$ cat config.mk
export PLATFORM = sky130hd
export DESIGN_NAME = ngpio_top
export DESIGN_NICKNAME = d
export VERILOG_FILES = /design/src/ngpio_pkg.sv /design/src/ngpio_top.sv /design/src/ngpio_sync.sv /design/src/ngpio_ahb.sv
export VERILOG_INCLUDE_DIRS = /design/src
export SDC_FILE = /design/constraint.sdc
export NUM_CORES = 1
export LEC_CHECK = 0
export BUFFER_PORTS_ARGS = -buffer_cell sky130_fd_sc_hd__buf_2
export CAP_MARGIN = 40
export CORE_MARGIN = 4
export CORE_UTILIZATION = 52
export DETAILED_ROUTE_END_ITERATION = 7
export PLACE_DENSITY = 0.78
export SETUP_SLACK_MARGIN = 0.15
export SLEW_MARGIN = 20
export SYNTH_ARGS = -nofsm -noshare
export SYNTH_HDL_FRONTEND = slang
export SYNTH_SLANG_ARGS = --single-unit
$ cat constraint.sdc
create_clock -name hclk -period 4.2 [get_ports hclk]
set_input_delay 0 -clock hclk [delete_from_list [all_inputs] [get_ports hclk]]
set_output_delay 0 -clock hclk [all_outputs]
set_load 0.005 [all_outputs]
$ cat src/ngpio_map.svh
`ifndef NGPIO_MAP_SVH
`define NGPIO_MAP_SVH

// register word indexes; byte address is four times the index
`define NGPIO_IDX_PORT_A_DATA 6'h08
`define NGPIO_IDX_PORT_B_DATA 6'h09
`define NGPIO_IDX_PORT_C_DATA 6'h0a
`define NGPIO_IDX_PORT_D_DATA 6'h0b
`define NGPIO_IDX_ALARM_DISPLAY_LOAD 6'h13
`define NGPIO_IDX_PULLUP_SEGMENT 6'h15
`define NGPIO_IDX_PORT_A_DIR 6'h1b
`define NGPIO_IDX_PORT_B_DIR 6'h1c
`define NGPIO_IDX_PORT_C_DIR 6'h1d
`define NGPIO_IDX_PORT_D_DIR 6'h1e
`define NGPIO_IDX_IRQ_STATUS 6'h20
`define NGPIO_IDX_IRQ_MASK 6'h21

// alarm_display_load_control fields
`define NGPIO_BIT_ALARM_SEL 0
`define NGPIO_BIT_HEAVY_LOAD 1
`define NGPIO_BIT_DISPLAY_BLANK 2

// pullup_segment_control fields
`define NGPIO_BIT_PORTC_SEG 1
`define NGPIO_BIT_PORTD_SEG 2
`define NGPIO_BIT_GLOBAL_PULL 3

// irq status / mask fields
`define NGPIO_BIT_IRQ_PORT 0

// reset values
`define NGPIO_RST_NIBBLE 4'h0
`define NGPIO_RST_ALARM_DISPLAY_LOAD 4'h4
`define NGPIO_RST_PULLUP_SEGMENT 4'h0
`define NGPIO_RST_IRQ 4'h0

`endif

$ cat src/ngpio_pkg.sv
package ngpio_pkg;

    localparam int NGPIO_PINS = 16;
    localparam int NGPIO_SYNC_W = NGPIO_PINS + 1;

    typedef struct packed {
        logic wr;
        logic rd;
        logic [5:0] idx;
        logic [3:0] wdata;
    } ngpio_reg_req_t;

    typedef struct packed {
        logic valid;
        logic write;
        logic bad;
        logic [5:0] idx;
        logic hreadyout;
        logic [31:0] hrdata;
    } ngpio_ahb_state_t;

    typedef struct packed {
        logic [NGPIO_SYNC_W-1:0] s1;
        logic [NGPIO_SYNC_W-1:0] s2;
        logic [NGPIO_SYNC_W-1:0] s3;
        logic [NGPIO_SYNC_W-1:0] level;
    } ngpio_sync_state_t;

    typedef struct packed {
        logic [3:0][3:0] data;
        logic [3:0][3:0] dir;
        logic alarm_sel;
        logic heavy;
        logic blank;
        logic pc_seg;
        logic pd_seg;
        logic gpull;
        logic [3:0] irq_stat;
        logic [3:0] irq_mask;
        logic [15:0] pad_out;
        logic [15:0] pad_oe;
        logic [15:0] pull_en;
        logic irq;
    } ngpio_state_t;

endpackage

$ cat src/ngpio_top.sv
// How it works
// - data nibbles and direction nibbles at fixed slots
// - direction 1 drives, 0 inputs; resets clear
// - alarm select drives alarm on A1, A2
// - segment selects turn C, D into segments
// - data writes never alter driven segment levels
// - input-only D2, D3 never become segments
// - global pull enable gates every pull-up
// - data bit zero turns its pull-up off
// - combined pull control applies to input pins
// - single supply also kills pull on outputs
// - ports B and C raise the port interrupt
// - resets clear load and alarm; all but a single-supply pad reset set blank
// - unimplemented bits read back as zero
// - any low input pin of port B or C sets port flag
// - segment port C excluded from interrupt sources
`include "ngpio_map.svh"
`timescale 1ns/1ps
`default_nettype none
module ngpio_top
    import ngpio_pkg::*;
#(
    parameter bit SINGLE_SUPPLY = 1'b0,
    parameter bit PD_HI_INPUT_ONLY = 1'b0,
    parameter int PINS = 16
)(
    // clock and reset
    input wire logic hclk,
    input wire logic hresetn,
    // ahb-lite slave
    input wire logic hsel,
    input wire logic [31:0] haddr,
    input wire logic [1:0] htrans,
    input wire logic hwrite,
    input wire logic [2:0] hsize,
    input wire logic hready,
    input wire logic [31:0] hwdata,
    output logic hreadyout,
    output logic [31:0] hrdata,
    output logic hresp,
    // other resets
    input wire logic pad_reset_n,
    input wire logic wdt_reset,
    // alternate function sources
    input wire logic alarm_out,
    input wire logic [3:0] seg_c,
    input wire logic [3:0] seg_d,
    // pads, index is port * 4 + bit
    input wire logic [15:0] pad_in,
    output logic [15:0] pad_out,
    output logic [15:0] pad_oe,
    output logic [15:0] pull_en,
    // status
    output logic display_blank,
    output logic heavy_load_select,
    output logic irq
);
    if (PINS != NGPIO_PINS) begin : g_bad_pins
        $error("ngpio_top: only four 4-bit ports are supported");
    end

    ngpio_state_t q_reg;
    ngpio_state_t q_next;
    ngpio_reg_req_t req;
    logic [3:0] rd_data;
    logic [NGPIO_SYNC_W-1:0] level;
    logic [15:0] pins;
    logic pad_rst;
    logic port_low;
    logic [3:0] c_low;
    logic [15:0] drv_out;
    logic [15:0] drv_oe;

    ngpio_ahb u_ahb (
        .hclk(hclk),
        .hresetn(hresetn),
        .hsel(hsel),
        .haddr(haddr),
        .htrans(htrans),
        .hwrite(hwrite),
        .hsize(hsize),
        .hready(hready),
        .hwdata(hwdata),
        .hreadyout(hreadyout),
        .hrdata(hrdata),
        .hresp(hresp),
        .req(req),
        .rd_data(rd_data)
    );

    ngpio_sync u_sync (
        .hclk(hclk),
        .hresetn(hresetn),
        .raw({pad_reset_n, pad_in}),
        .level(level)
    );

    assign pins = level[15:0];
    assign pad_rst = !level[16];

    // input pins show the pad, output pins the latch
    function automatic logic [3:0] port_read(input logic [3:0] dat, input logic [3:0] dr,
            input logic [3:0] pin);
        port_read = (dat & dr) | (pin & ~dr);
    endfunction

    // pull-up of one nibble; pins driven by the block never pull
    function automatic logic [3:0] port_pull(input logic gp, input logic [3:0] dat,
            input logic [3:0] dr, input logic [3:0] oe);
        logic [3:0] p;
        p = {4{gp}} & dat & ~oe;
        if (SINGLE_SUPPLY) begin
            p = p & ~dr;
        end
        port_pull = p;
    endfunction

    // read mux; everything outside the implemented bits reads zero
    always_comb begin
        rd_data = 4'h0;
        unique case (req.idx)
            `NGPIO_IDX_PORT_A_DATA: rd_data = port_read(q_reg.data[0], q_reg.dir[0], pins[3:0]);
            `NGPIO_IDX_PORT_B_DATA: rd_data = port_read(q_reg.data[1], q_reg.dir[1], pins[7:4]);
            `NGPIO_IDX_PORT_C_DATA: rd_data = port_read(q_reg.data[2], q_reg.dir[2], pins[11:8]);
            `NGPIO_IDX_PORT_D_DATA: rd_data = port_read(q_reg.data[3], q_reg.dir[3],
                pins[15:12]);
            `NGPIO_IDX_ALARM_DISPLAY_LOAD: begin
                rd_data[`NGPIO_BIT_ALARM_SEL] = q_reg.alarm_sel;
                rd_data[`NGPIO_BIT_HEAVY_LOAD] = q_reg.heavy;
                rd_data[`NGPIO_BIT_DISPLAY_BLANK] = q_reg.blank;
            end
            `NGPIO_IDX_PULLUP_SEGMENT: begin
                rd_data[`NGPIO_BIT_PORTC_SEG] = q_reg.pc_seg;
                rd_data[`NGPIO_BIT_PORTD_SEG] = q_reg.pd_seg;
                rd_data[`NGPIO_BIT_GLOBAL_PULL] = q_reg.gpull;
            end
            `NGPIO_IDX_PORT_A_DIR: rd_data = q_reg.dir[0];
            `NGPIO_IDX_PORT_B_DIR: rd_data = q_reg.dir[1];
            `NGPIO_IDX_PORT_C_DIR: rd_data = q_reg.dir[2];
            `NGPIO_IDX_PORT_D_DIR: rd_data = q_reg.dir[3];
            `NGPIO_IDX_IRQ_STATUS: rd_data = q_reg.irq_stat;
            `NGPIO_IDX_IRQ_MASK: rd_data = q_reg.irq_mask;
            default: rd_data = 4'h0;
        endcase
    end

    // pad drive, alternate functions override normal port operation
    always_comb begin
        drv_out = {q_reg.data[3], q_reg.data[2], q_reg.data[1], q_reg.data[0]};
        drv_oe = {q_reg.dir[3], q_reg.dir[2], q_reg.dir[1], q_reg.dir[0]};
        if (q_reg.alarm_sel) begin
            drv_out[2:1] = {2{alarm_out}};
            drv_oe[2:1] = 2'h3;
        end
        // segment levels come only from the display driver, so data writes cannot reach them
        if (q_reg.pc_seg) begin
            drv_out[11:8] = seg_c;
            drv_oe[11:8] = 4'hf;
        end
        if (q_reg.pd_seg) begin
            drv_out[15:12] = seg_d;
            drv_oe[15:12] = 4'hf;
        end
        if (PD_HI_INPUT_ONLY) begin
            drv_out[15:14] = 2'h0;
            drv_oe[15:14] = 2'h0;
        end
    end

    // port interrupt sources: inputs of B always, of C only outside segment mode
    always_comb begin
        c_low = ~pins[11:8] & ~q_reg.dir[2];
        if (q_reg.pc_seg) begin
            c_low = 4'h0;
        end
        port_low = |(~pins[7:4] & ~q_reg.dir[1]) || |c_low;
    end

    always_comb begin
        q_next = q_reg;
        if (wdt_reset || pad_rst) begin
            q_next.data = '0;
            q_next.dir = '0;
            q_next.alarm_sel = 1'b0;
            q_next.heavy = 1'b0;
            q_next.pc_seg = 1'b0;
            q_next.pd_seg = 1'b0;
            q_next.gpull = 1'b0;
            q_next.irq_stat = `NGPIO_RST_IRQ;
            q_next.irq_mask = `NGPIO_RST_IRQ;
            // on a pad reset with single supply the blank bit is kept
            if (wdt_reset || !SINGLE_SUPPLY) begin
                q_next.blank = 1'b1;
            end
        end else begin
            if (req.wr) begin
                unique case (req.idx)
                    `NGPIO_IDX_PORT_A_DATA: q_next.data[0] = req.wdata;
                    `NGPIO_IDX_PORT_B_DATA: q_next.data[1] = req.wdata;
                    `NGPIO_IDX_PORT_C_DATA: q_next.data[2] = req.wdata;
                    `NGPIO_IDX_PORT_D_DATA: q_next.data[3] = req.wdata;
                    `NGPIO_IDX_ALARM_DISPLAY_LOAD: begin
                        q_next.alarm_sel = req.wdata[`NGPIO_BIT_ALARM_SEL];
                        q_next.heavy = req.wdata[`NGPIO_BIT_HEAVY_LOAD];
                        q_next.blank = req.wdata[`NGPIO_BIT_DISPLAY_BLANK];
                    end
                    `NGPIO_IDX_PULLUP_SEGMENT: begin
                        q_next.pc_seg = req.wdata[`NGPIO_BIT_PORTC_SEG];
                        q_next.pd_seg = req.wdata[`NGPIO_BIT_PORTD_SEG];
                        q_next.gpull = req.wdata[`NGPIO_BIT_GLOBAL_PULL];
                    end
                    `NGPIO_IDX_PORT_A_DIR: q_next.dir[0] = req.wdata;
                    `NGPIO_IDX_PORT_B_DIR: q_next.dir[1] = req.wdata;
                    `NGPIO_IDX_PORT_C_DIR: q_next.dir[2] = req.wdata;
                    `NGPIO_IDX_PORT_D_DIR: q_next.dir[3] = req.wdata;
                    `NGPIO_IDX_IRQ_STATUS: q_next.irq_stat = q_reg.irq_stat & ~req.wdata;
                    `NGPIO_IDX_IRQ_MASK: q_next.irq_mask = req.wdata & 4'h1;
                    default: q_next = q_next;
                endcase
            end
            // a low level present while software clears the flag keeps it set
            if (port_low) begin
                q_next.irq_stat[`NGPIO_BIT_IRQ_PORT] = 1'b1;
            end
        end
        q_next.pad_out = drv_out;
        q_next.pad_oe = drv_oe;
        q_next.pull_en = {port_pull(q_reg.gpull, q_reg.data[3], q_reg.dir[3], drv_oe[15:12]),
            port_pull(q_reg.gpull, q_reg.data[2], q_reg.dir[2], drv_oe[11:8]),
            port_pull(q_reg.gpull, q_reg.data[1], q_reg.dir[1], drv_oe[7:4]),
            port_pull(q_reg.gpull, q_reg.data[0], q_reg.dir[0], drv_oe[3:0])};
        q_next.irq = |(q_reg.irq_stat & q_reg.irq_mask);
    end

    always_ff @(posedge hclk or negedge hresetn) begin
        if (!hresetn) begin
            q_reg <= '{data: '0, dir: '0, alarm_sel: 1'b0, heavy: 1'b0, blank: 1'b1,
                pc_seg: 1'b0, pd_seg: 1'b0, gpull: 1'b0, irq_stat: `NGPIO_RST_IRQ,
                irq_mask: `NGPIO_RST_IRQ, pad_out: 16'h0000, pad_oe: 16'h0000,
                pull_en: 16'h0000, irq: 1'b0};
        end else begin
            q_reg <= q_next;
        end
    end

    assign pad_out = q_reg.pad_out;
    assign pad_oe = q_reg.pad_oe;
    assign pull_en = q_reg.pull_en;
    assign display_blank = q_reg.blank;
    assign heavy_load_select = q_reg.heavy;
    assign irq = q_reg.irq;
endmodule
`default_nettype wire

$ cat src/ngpio_sync.sv
`timescale 1ns/1ps
`default_nettype none
module ngpio_sync
    import ngpio_pkg::*;
(
    // clock and reset
    input wire logic hclk,
    input wire logic hresetn,
    // raw and settled levels
    input wire logic [NGPIO_SYNC_W-1:0] raw,
    output logic [NGPIO_SYNC_W-1:0] level
);
    ngpio_sync_state_t q_reg;
    ngpio_sync_state_t q_next;

    // s1 is read only by s2; a level is taken once s2 and s3 agree
    always_comb begin
        q_next = q_reg;
        q_next.s1 = raw;
        q_next.s2 = q_reg.s1;
        q_next.s3 = q_reg.s2;
        for (int i = 0; i < NGPIO_SYNC_W; i++) begin
            if (q_reg.s2[i] == q_reg.s3[i]) begin
                q_next.level[i] = q_reg.s3[i];
            end
        end
    end

    // idle pins read high: pads float up and pad reset is inactive
    always_ff @(posedge hclk or negedge hresetn) begin
        if (!hresetn) begin
            q_reg <= '1;
        end else begin
            q_reg <= q_next;
        end
    end

    assign level = q_reg.level;
endmodule
`default_nettype wire

$ cat src/ngpio_ahb.sv
`timescale 1ns/1ps
`default_nettype none
module ngpio_ahb
    import ngpio_pkg::*;
(
    // clock and reset
    input wire logic hclk,
    input wire logic hresetn,
    // ahb-lite slave
    input wire logic hsel,
    input wire logic [31:0] haddr,
    input wire logic [1:0] htrans,
    input wire logic hwrite,
    input wire logic [2:0] hsize,
    input wire logic hready,
    input wire logic [31:0] hwdata,
    output logic hreadyout,
    output logic [31:0] hrdata,
    output logic hresp,
    // register side
    output ngpio_reg_req_t req,
    input wire logic [3:0] rd_data
);
    ngpio_ahb_state_t q_reg;
    ngpio_ahb_state_t q_next;
    logic accept;

    // reads take one wait state so a read right after a write sees the new value
    always_comb begin
        q_next = q_reg;
        accept = hsel && htrans[1] && hready;
        req = '0;
        req.idx = q_reg.idx;
        req.wdata = hwdata[3:0];
        req.wr = q_reg.valid && q_reg.write && !q_reg.bad;
        req.rd = q_reg.valid && !q_reg.write;
        if (q_reg.valid && !q_reg.write) begin
            q_next.hrdata = q_reg.bad ? 32'h0000_0000 : {28'h000_0000, rd_data};
            q_next.hreadyout = 1'b1;
        end
        if (q_reg.valid) begin
            q_next.valid = 1'b0;
        end
        if (accept) begin
            q_next.valid = 1'b1;
            q_next.write = hwrite;
            q_next.idx = haddr[7:2];
            q_next.bad = (haddr[1:0] != 2'h0) || (haddr[31:8] != 24'h00_0000)
                || (hsize != 3'h2);
            q_next.hreadyout = hwrite;
        end
    end

    always_ff @(posedge hclk or negedge hresetn) begin
        if (!hresetn) begin
            q_reg <= '{valid: 1'b0, write: 1'b0, bad: 1'b0, idx: 6'h00,
                hreadyout: 1'b1, hrdata: 32'h0000_0000};
        end else begin
            q_reg <= q_next;
        end
    end

    assign hreadyout = q_reg.hreadyout;
    assign hrdata = q_reg.hrdata;
    assign hresp = 1'b0;
endmodule
`default_nettype wire

==> Word level (Yosys, flattened, before mapping) <==
Index checks and enable logic that the tools add are counted.
{ "totals": {"reg_bits": 205, "out_inout_bits": 85, "in_bits": 101, "wordCells": 185} }
{ "op_classes": {"muxes": 28, "eq_ne": 30, "n_reduce_logical": 46, "bitwise": 34} }
{ "ops": {"columns": ["op", "n"], "rows": [
  ["95-bit 2-to-1 mux", 1],
  ["4-bit AND", 20],
  ["4-bit 2-to-1 mux", 16],
  ["46-bit 2-to-1 mux", 1],
  ["4-bit NOT", 10],
  ["6-bit by 5-bit equality test with 1-bit output (second input constant)", 6],
  ["33-bit 2-to-1 mux", 1],
  ["2-bit nonzero test", 15],
  ["2-bit AND reduction", 13],
  ["6-bit by 4-bit equality test with 1-bit output (second input constant)", 4],
  ["2-bit one-hot mux with 12 select lines", 1],
  ["24-bit nonzero test", 1],
  ["1-bit one-hot mux with 11 select lines", 2],
  ["1-bit equality test", 17],
  ["4-bit bitwise OR", 4],
  ["6-bit equality test (second input constant)", 2],
  ["4-bit OR reduction", 3],
  ["10-bit 2-to-1 mux", 1],
  ["3-bit 2-to-1 mux", 2],
  ["3-bit nonzero test", 2],
  ["1-bit logical AND", 5],
  ["1-bit logical OR", 4],
  ["2-bit 2-to-1 mux", 2],
  ["1-bit zero test", 3],
  ["other kinds (2)", 2]
]} }

==> Depth between registers and ports, before layout <==
{ "depth": {"ltp_word": 7, "ltp_mapped": 8, "depth_no_buf": 5} }

==> Hierarchy <==
From an unflattened synthesis, not the netlist that was laid out.
{ "unflattened": {"cells_unflattened": 613, "hier_area_um2": 7453.4} }
{ "modules_own_cells": {"columns": ["mod", "area_per_inst_um2", "seq_area_each_um2", "cells_each", "n_inst"], "rows": [
  ["ngpio_top", 4388.0, 2303.5, 399, 1],
  ["ngpio_sync", 2105.8, 1786.7, 102, 1],
  ["ngpio_ahb", 959.7, 351.6, 112, 1]
]} }

==> Worst setup path before layout <==
Ideal clock, no wire load.
{ "synth_timing": {"kind": "register -> register", "from": "register u_ahb.q_reg (netlist bit u_ahb.req[8])", "to": "register q_reg[53] in the netlist's numbering", "setup_ns": 0.129, "synth_period_minus_slack_ns": 1.872, "slack_ns": 2.328, "stages_incl_launch_ff": 7, "arrival_ns": 1.742, "required_time_ns": 4.071, "path_buffers": 1, "cell_sequence": "dfrtp_1 -> buf_6 -> or4b_4 -> nor3_4 -> and2_4 -> a21boi_2 -> o41a_1"} }
{ "synth_between": {"elab_chain_len": 3} }
{ "synth_rtl": {"columns": ["item", "line", "source"], "rows": [
  ["start, declared", "ngpio_ahb.sv:24", "ngpio_ahb_state_t q_reg;"],
  ["start signal, assigned", "ngpio_ahb.sv:56", "q_reg <= '{valid: 1'b0, write: 1'b0, bad: 1'b0, idx: 6'h00,"],
  ["start signal, assigned", "ngpio_ahb.sv:59", "q_reg <= q_next;"],
  ["6-bit equality test", "ngpio_top.sv:197", "unique case (req.idx)"],
  ["3-bit nonzero test (no line)", null, null],
  ["2-bit AND reduction (no line)", null, null],
  ["end signal, assigned", "ngpio_top.sv:237", "q_reg <= '{data: '0, dir: '0, alarm_sel: 1'b0, heavy: 1'b0, blank: 1'b1,"],
  ["end signal, assigned", "ngpio_top.sv:242", "q_reg <= q_next;"],
  ["end, declared", "ngpio_top.sv:62", "ngpio_state_t q_reg;"]
]} }
Every way passes these cells.
A chain may end at the register's enable or synchronous reset.

==> Final worst setup path <==
{ "layout_timing": {"from": "register u_ahb.q_reg (netlist bit u_ahb.req[5])", "to": "register q_reg (netlist bit display_blank)"} }
{ "layout_between": {"elab_chain_len": 3} }
{ "layout_rtl": {"columns": ["item", "line"], "rows": [
  ["6-bit by 5-bit equality test with 1-bit output", "ngpio_top.sv:197"],
  ["2-bit nonzero test (no line)", null],
  ["2-bit AND reduction (no line)", null]
]} }
Every way passes these cells.

==> impl_metrics.env <==
export IMPL_cts_buffer_depth=2
export IMPL_fin_cells=908
export IMPL_synth_commonest_cells="104 x dfrtp_1, 83 x buf_4, 70 x dfstp_2, 42 x nand2_1, 39 x nor2_1"
export IMPL_net_switching_power_mw=0.8650
export IMPL_die_y_um=126.5
export IMPL_dieArea_um2=16010
export IMPL_path_buf_inv=1
export IMPL_tns_ns=0
export IMPL_cpMaxStageDelayCell="dfrtp_1"
export IMPL_area_growth_pct=18.26
export IMPL_powerDensity_nw_per_um2=428.8
export IMPL_wire_per_inst_um=17.98
export IMPL_netlist_top_cells_area="dfrtp_1 36%, dfstp_2 25%, buf_4 8.5%"
export IMPL_cts_tree="yes"
export IMPL_clock_skew_ns=0.01005
export IMPL_post_cts_buffers=0
export IMPL_synth_area_leader_cell="dfrtp_1"
export IMPL_diodes=0
export IMPL_tightestPinTransition_ns=0.8342
export IMPL_dpl_cell_area_um2=7569
export IMPL_status="finished clean"
export IMPL_p_int_mw=2.840
export IMPL_ios=186
export IMPL_io_buffers=127
export IMPL_synth_top_cell_area_share=0.3562
export IMPL_num_nets_final=816
export IMPL_cts_max_level=4
export IMPL_largest_reg_flops=34
export IMPL_die_w_um=126.5
export IMPL_crit_top_cell="nand2_1"
export IMPL_grt_pass1_vias=4913
export IMPL_synth_cell_types=58
export IMPL_regToRegStartpoint="u_ahb.req[5]"
export IMPL_async_reset_ff_frac=1.000
export IMPL_pwr_share_clk=0.432
export IMPL_cts_resized_gates=0
export IMPL_maxCapViolCount=0
export IMPL_p_leak_nw=3.950
export IMPL_synth_cells=601
export IMPL_maxSlewViolCount=0
export IMPL_p_sw_frac=0.2335
export IMPL_cp_top_family="simple AND/OR/NAND/NOR gates"
export IMPL_power_mw=3.705
export IMPL_synthFlopType="dfrtp_1"
export IMPL_p_seq_frac=0.498
export IMPL_peakVddDrop_uv=275.7
export IMPL_vias=4720
export IMPL_fp_coreArea_um2=13830
export IMPL_fin_crit_sh=0.6500
export IMPL_worst_setup_path_end_kind="flip-flop"
export IMPL_power_frac_comb=0.070
export IMPL_place_gp_congestion=0.8531
export IMPL_gr_usage_all_layers=0.2169
export IMPL_drc_errors=0
export IMPL_hold_violations=0
export IMPL_syn_avg_cell_area_um2=12.16
export IMPL_numCtsBuffers=17
export IMPL_slew_headroom=0.4396
export IMPL_finalSetupViolCount=0
export IMPL_cts_sinks=174
export IMPL_rsz0062_at_grt="no"
export IMPL_required_ns=4.56
export IMPL_drive_gt1_frac=0.3791
export IMPL_setup_slack_ns=1.470
export IMPL_clkTransAtPathRegs_ns=0.07
export IMPL_ant_nets=0
export IMPL_min_path_type="in -> async"
export IMPL_dp_hpwl_mm=10.87
export IMPL_timing_hold_ws_ns=0.1714
export IMPL_start_util=0.5284
export IMPL_r2r_setup_slack_ns=1.47
export IMPL_synth_seq_cells=174
export IMPL_cp_data_arrival_time_ns=3.09
export IMPL_r2r_end="display_blank"
export IMPL_fin_util=0.6248
export IMPL_yosys_cell_count_top_type="dfrtp_1"
export IMPL_period_minus_slack_ns=2.730
export IMPL_startpoint="u_ahb.req[5]"
export IMPL_drt_first_iter_violations=290
export IMPL_vias_per_cell=5.198
export IMPL_dp_cells=830
export IMPL_fmax_mhz=366.3
export IMPL_place_ws_ns=1.730
export IMPL_antenna_found_initial=0
export IMPL_grt_max_degree=102
export IMPL_worst_path_max_fanout=16
export IMPL_totalWireLength_mm=16.33
export IMPL_synth_seq_area_share=0.6080
export IMPL_grt_pass1_wl_mm=26.59
export IMPL_synth_edff_count=0
export IMPL_rows=43
export IMPL_timing_critical_path_slowest_cell_delay_ns=0.83
export IMPL_synth_area_um2=7306
export IMPL_rr_worst_depth=6
export IMPL_cp_start_kind="flip-flop"
export IMPL_critPathKind="reg -> reg"
export IMPL_yosysWarnings=0
export IMPL_path_cells="nand4b_1 -> nor3_1 -> nand2_1 -> nand2_1 -> nand3_1 -> dlygate4sd3_1"
export IMPL_cts_root_buffer="clkbuf_16"
export IMPL_first_pass_iters=4
export IMPL_finalInstanceArea_um2=8640
export IMPL_grt_overflow_total=0
export IMPL_insertion_delay_ns=0.44
-- kinds of logic after synthesis --
family	count (synthesis)	synth area share
AOI/OAI and AO/OA	66	0.05891
DFF	174	0.6080
adders and majority gates	17	0.02329
buffers and inverters	115	0.1050
other	1	0.0005133
muxes	56	0.08067
and+or+nand+nor	172	0.1237
-- layout by cell type (no fill, tap or decap), types with 3 or more instances in the layout --
cell type      instances
maj3_1                17
nor3b_1               10
dfrtp_1              104
clkbuf_16             17
inv_6                  4
nor2b_1                5
mux2_2                23
nand2_1               42
a2bb2oi_1              3
or2_2                 12
nor3_1                 6
nand3_1               22
nor2_1                39
clkinv_4               3
nor4b_1                4
nand2b_1               7
a21oi_1               26
o21ai_0                9
conb_1                29
a31oi_1                4
a221oi_1               5
dfstp_2               70
buf_2                126
dlygate4sd3_1         46
inv_1                  5
mux2i_1               33
clkbuf_8               4
o22ai_1                4
nor4_1                 5
-- cell type report --
| cell class | count | area (um^2) |
|---|---|---|
| multi-input combinational | 340 | 2202 |
| clock buffer | 22 | 484.2 |
| sequential | 174 | 4442 |
| timing repair buffer | 176 | 1137 |
| tap | 180 | 225.2 |
| clock inverter | 10 | 126.4 |
| fill | 1059 | 5187 |
| inverter | 6 | 22.52 |
-- power by group through the flow --
stage / combinational [mW] / clock [mW] / sequential (mW)
6_report: 0.260 / 1.60 / 1.84
5_1_grt: 0.289 / 1.71 / 1.85
4_1_cts: 0.261 / 1.62 / 1.84
3_5_place_dp: 0.230 / 0 / 1.87
3_3_place_gp: 0.223 / 0 / 1.86
2_1_floorplan: 0.182 / 0 / 1.82
-- repair_timing --
action,in CTS,in global routing
hold buffers,46,0
hold endpoints to repair,113,0
setup endpoints to repair,0,0
-- per-layer routing --
metal / up-vias / GRT usage / share of wire / routed length [um]
met5: - / 0 / 0 / 0
met1: 2341 / 0.2782 / 0.42 / 6846
met3: 26 / 0.07116 / 0.074 / 1206
met4: 0 / 0.07382 / 0.017 / 282
met2: 179 / 0.3490 / 0.49 / 7994
li1: 2174 / - / - / -
-- worst max-delay path by stage --
stage	endpoint	slack, ns	depth (start not counted)
floorplan	q_reg[53]	2.33	6
global placement	u_ahb.hrdata[3]	1.78	5
detailed placement	u_ahb.hrdata[3]	1.73	5
CTS	display_blank	1.51	6
global route	display_blank	1.25	6
finish	display_blank	1.47	6
Note: power is estimated with default switching activity, not from simulation.
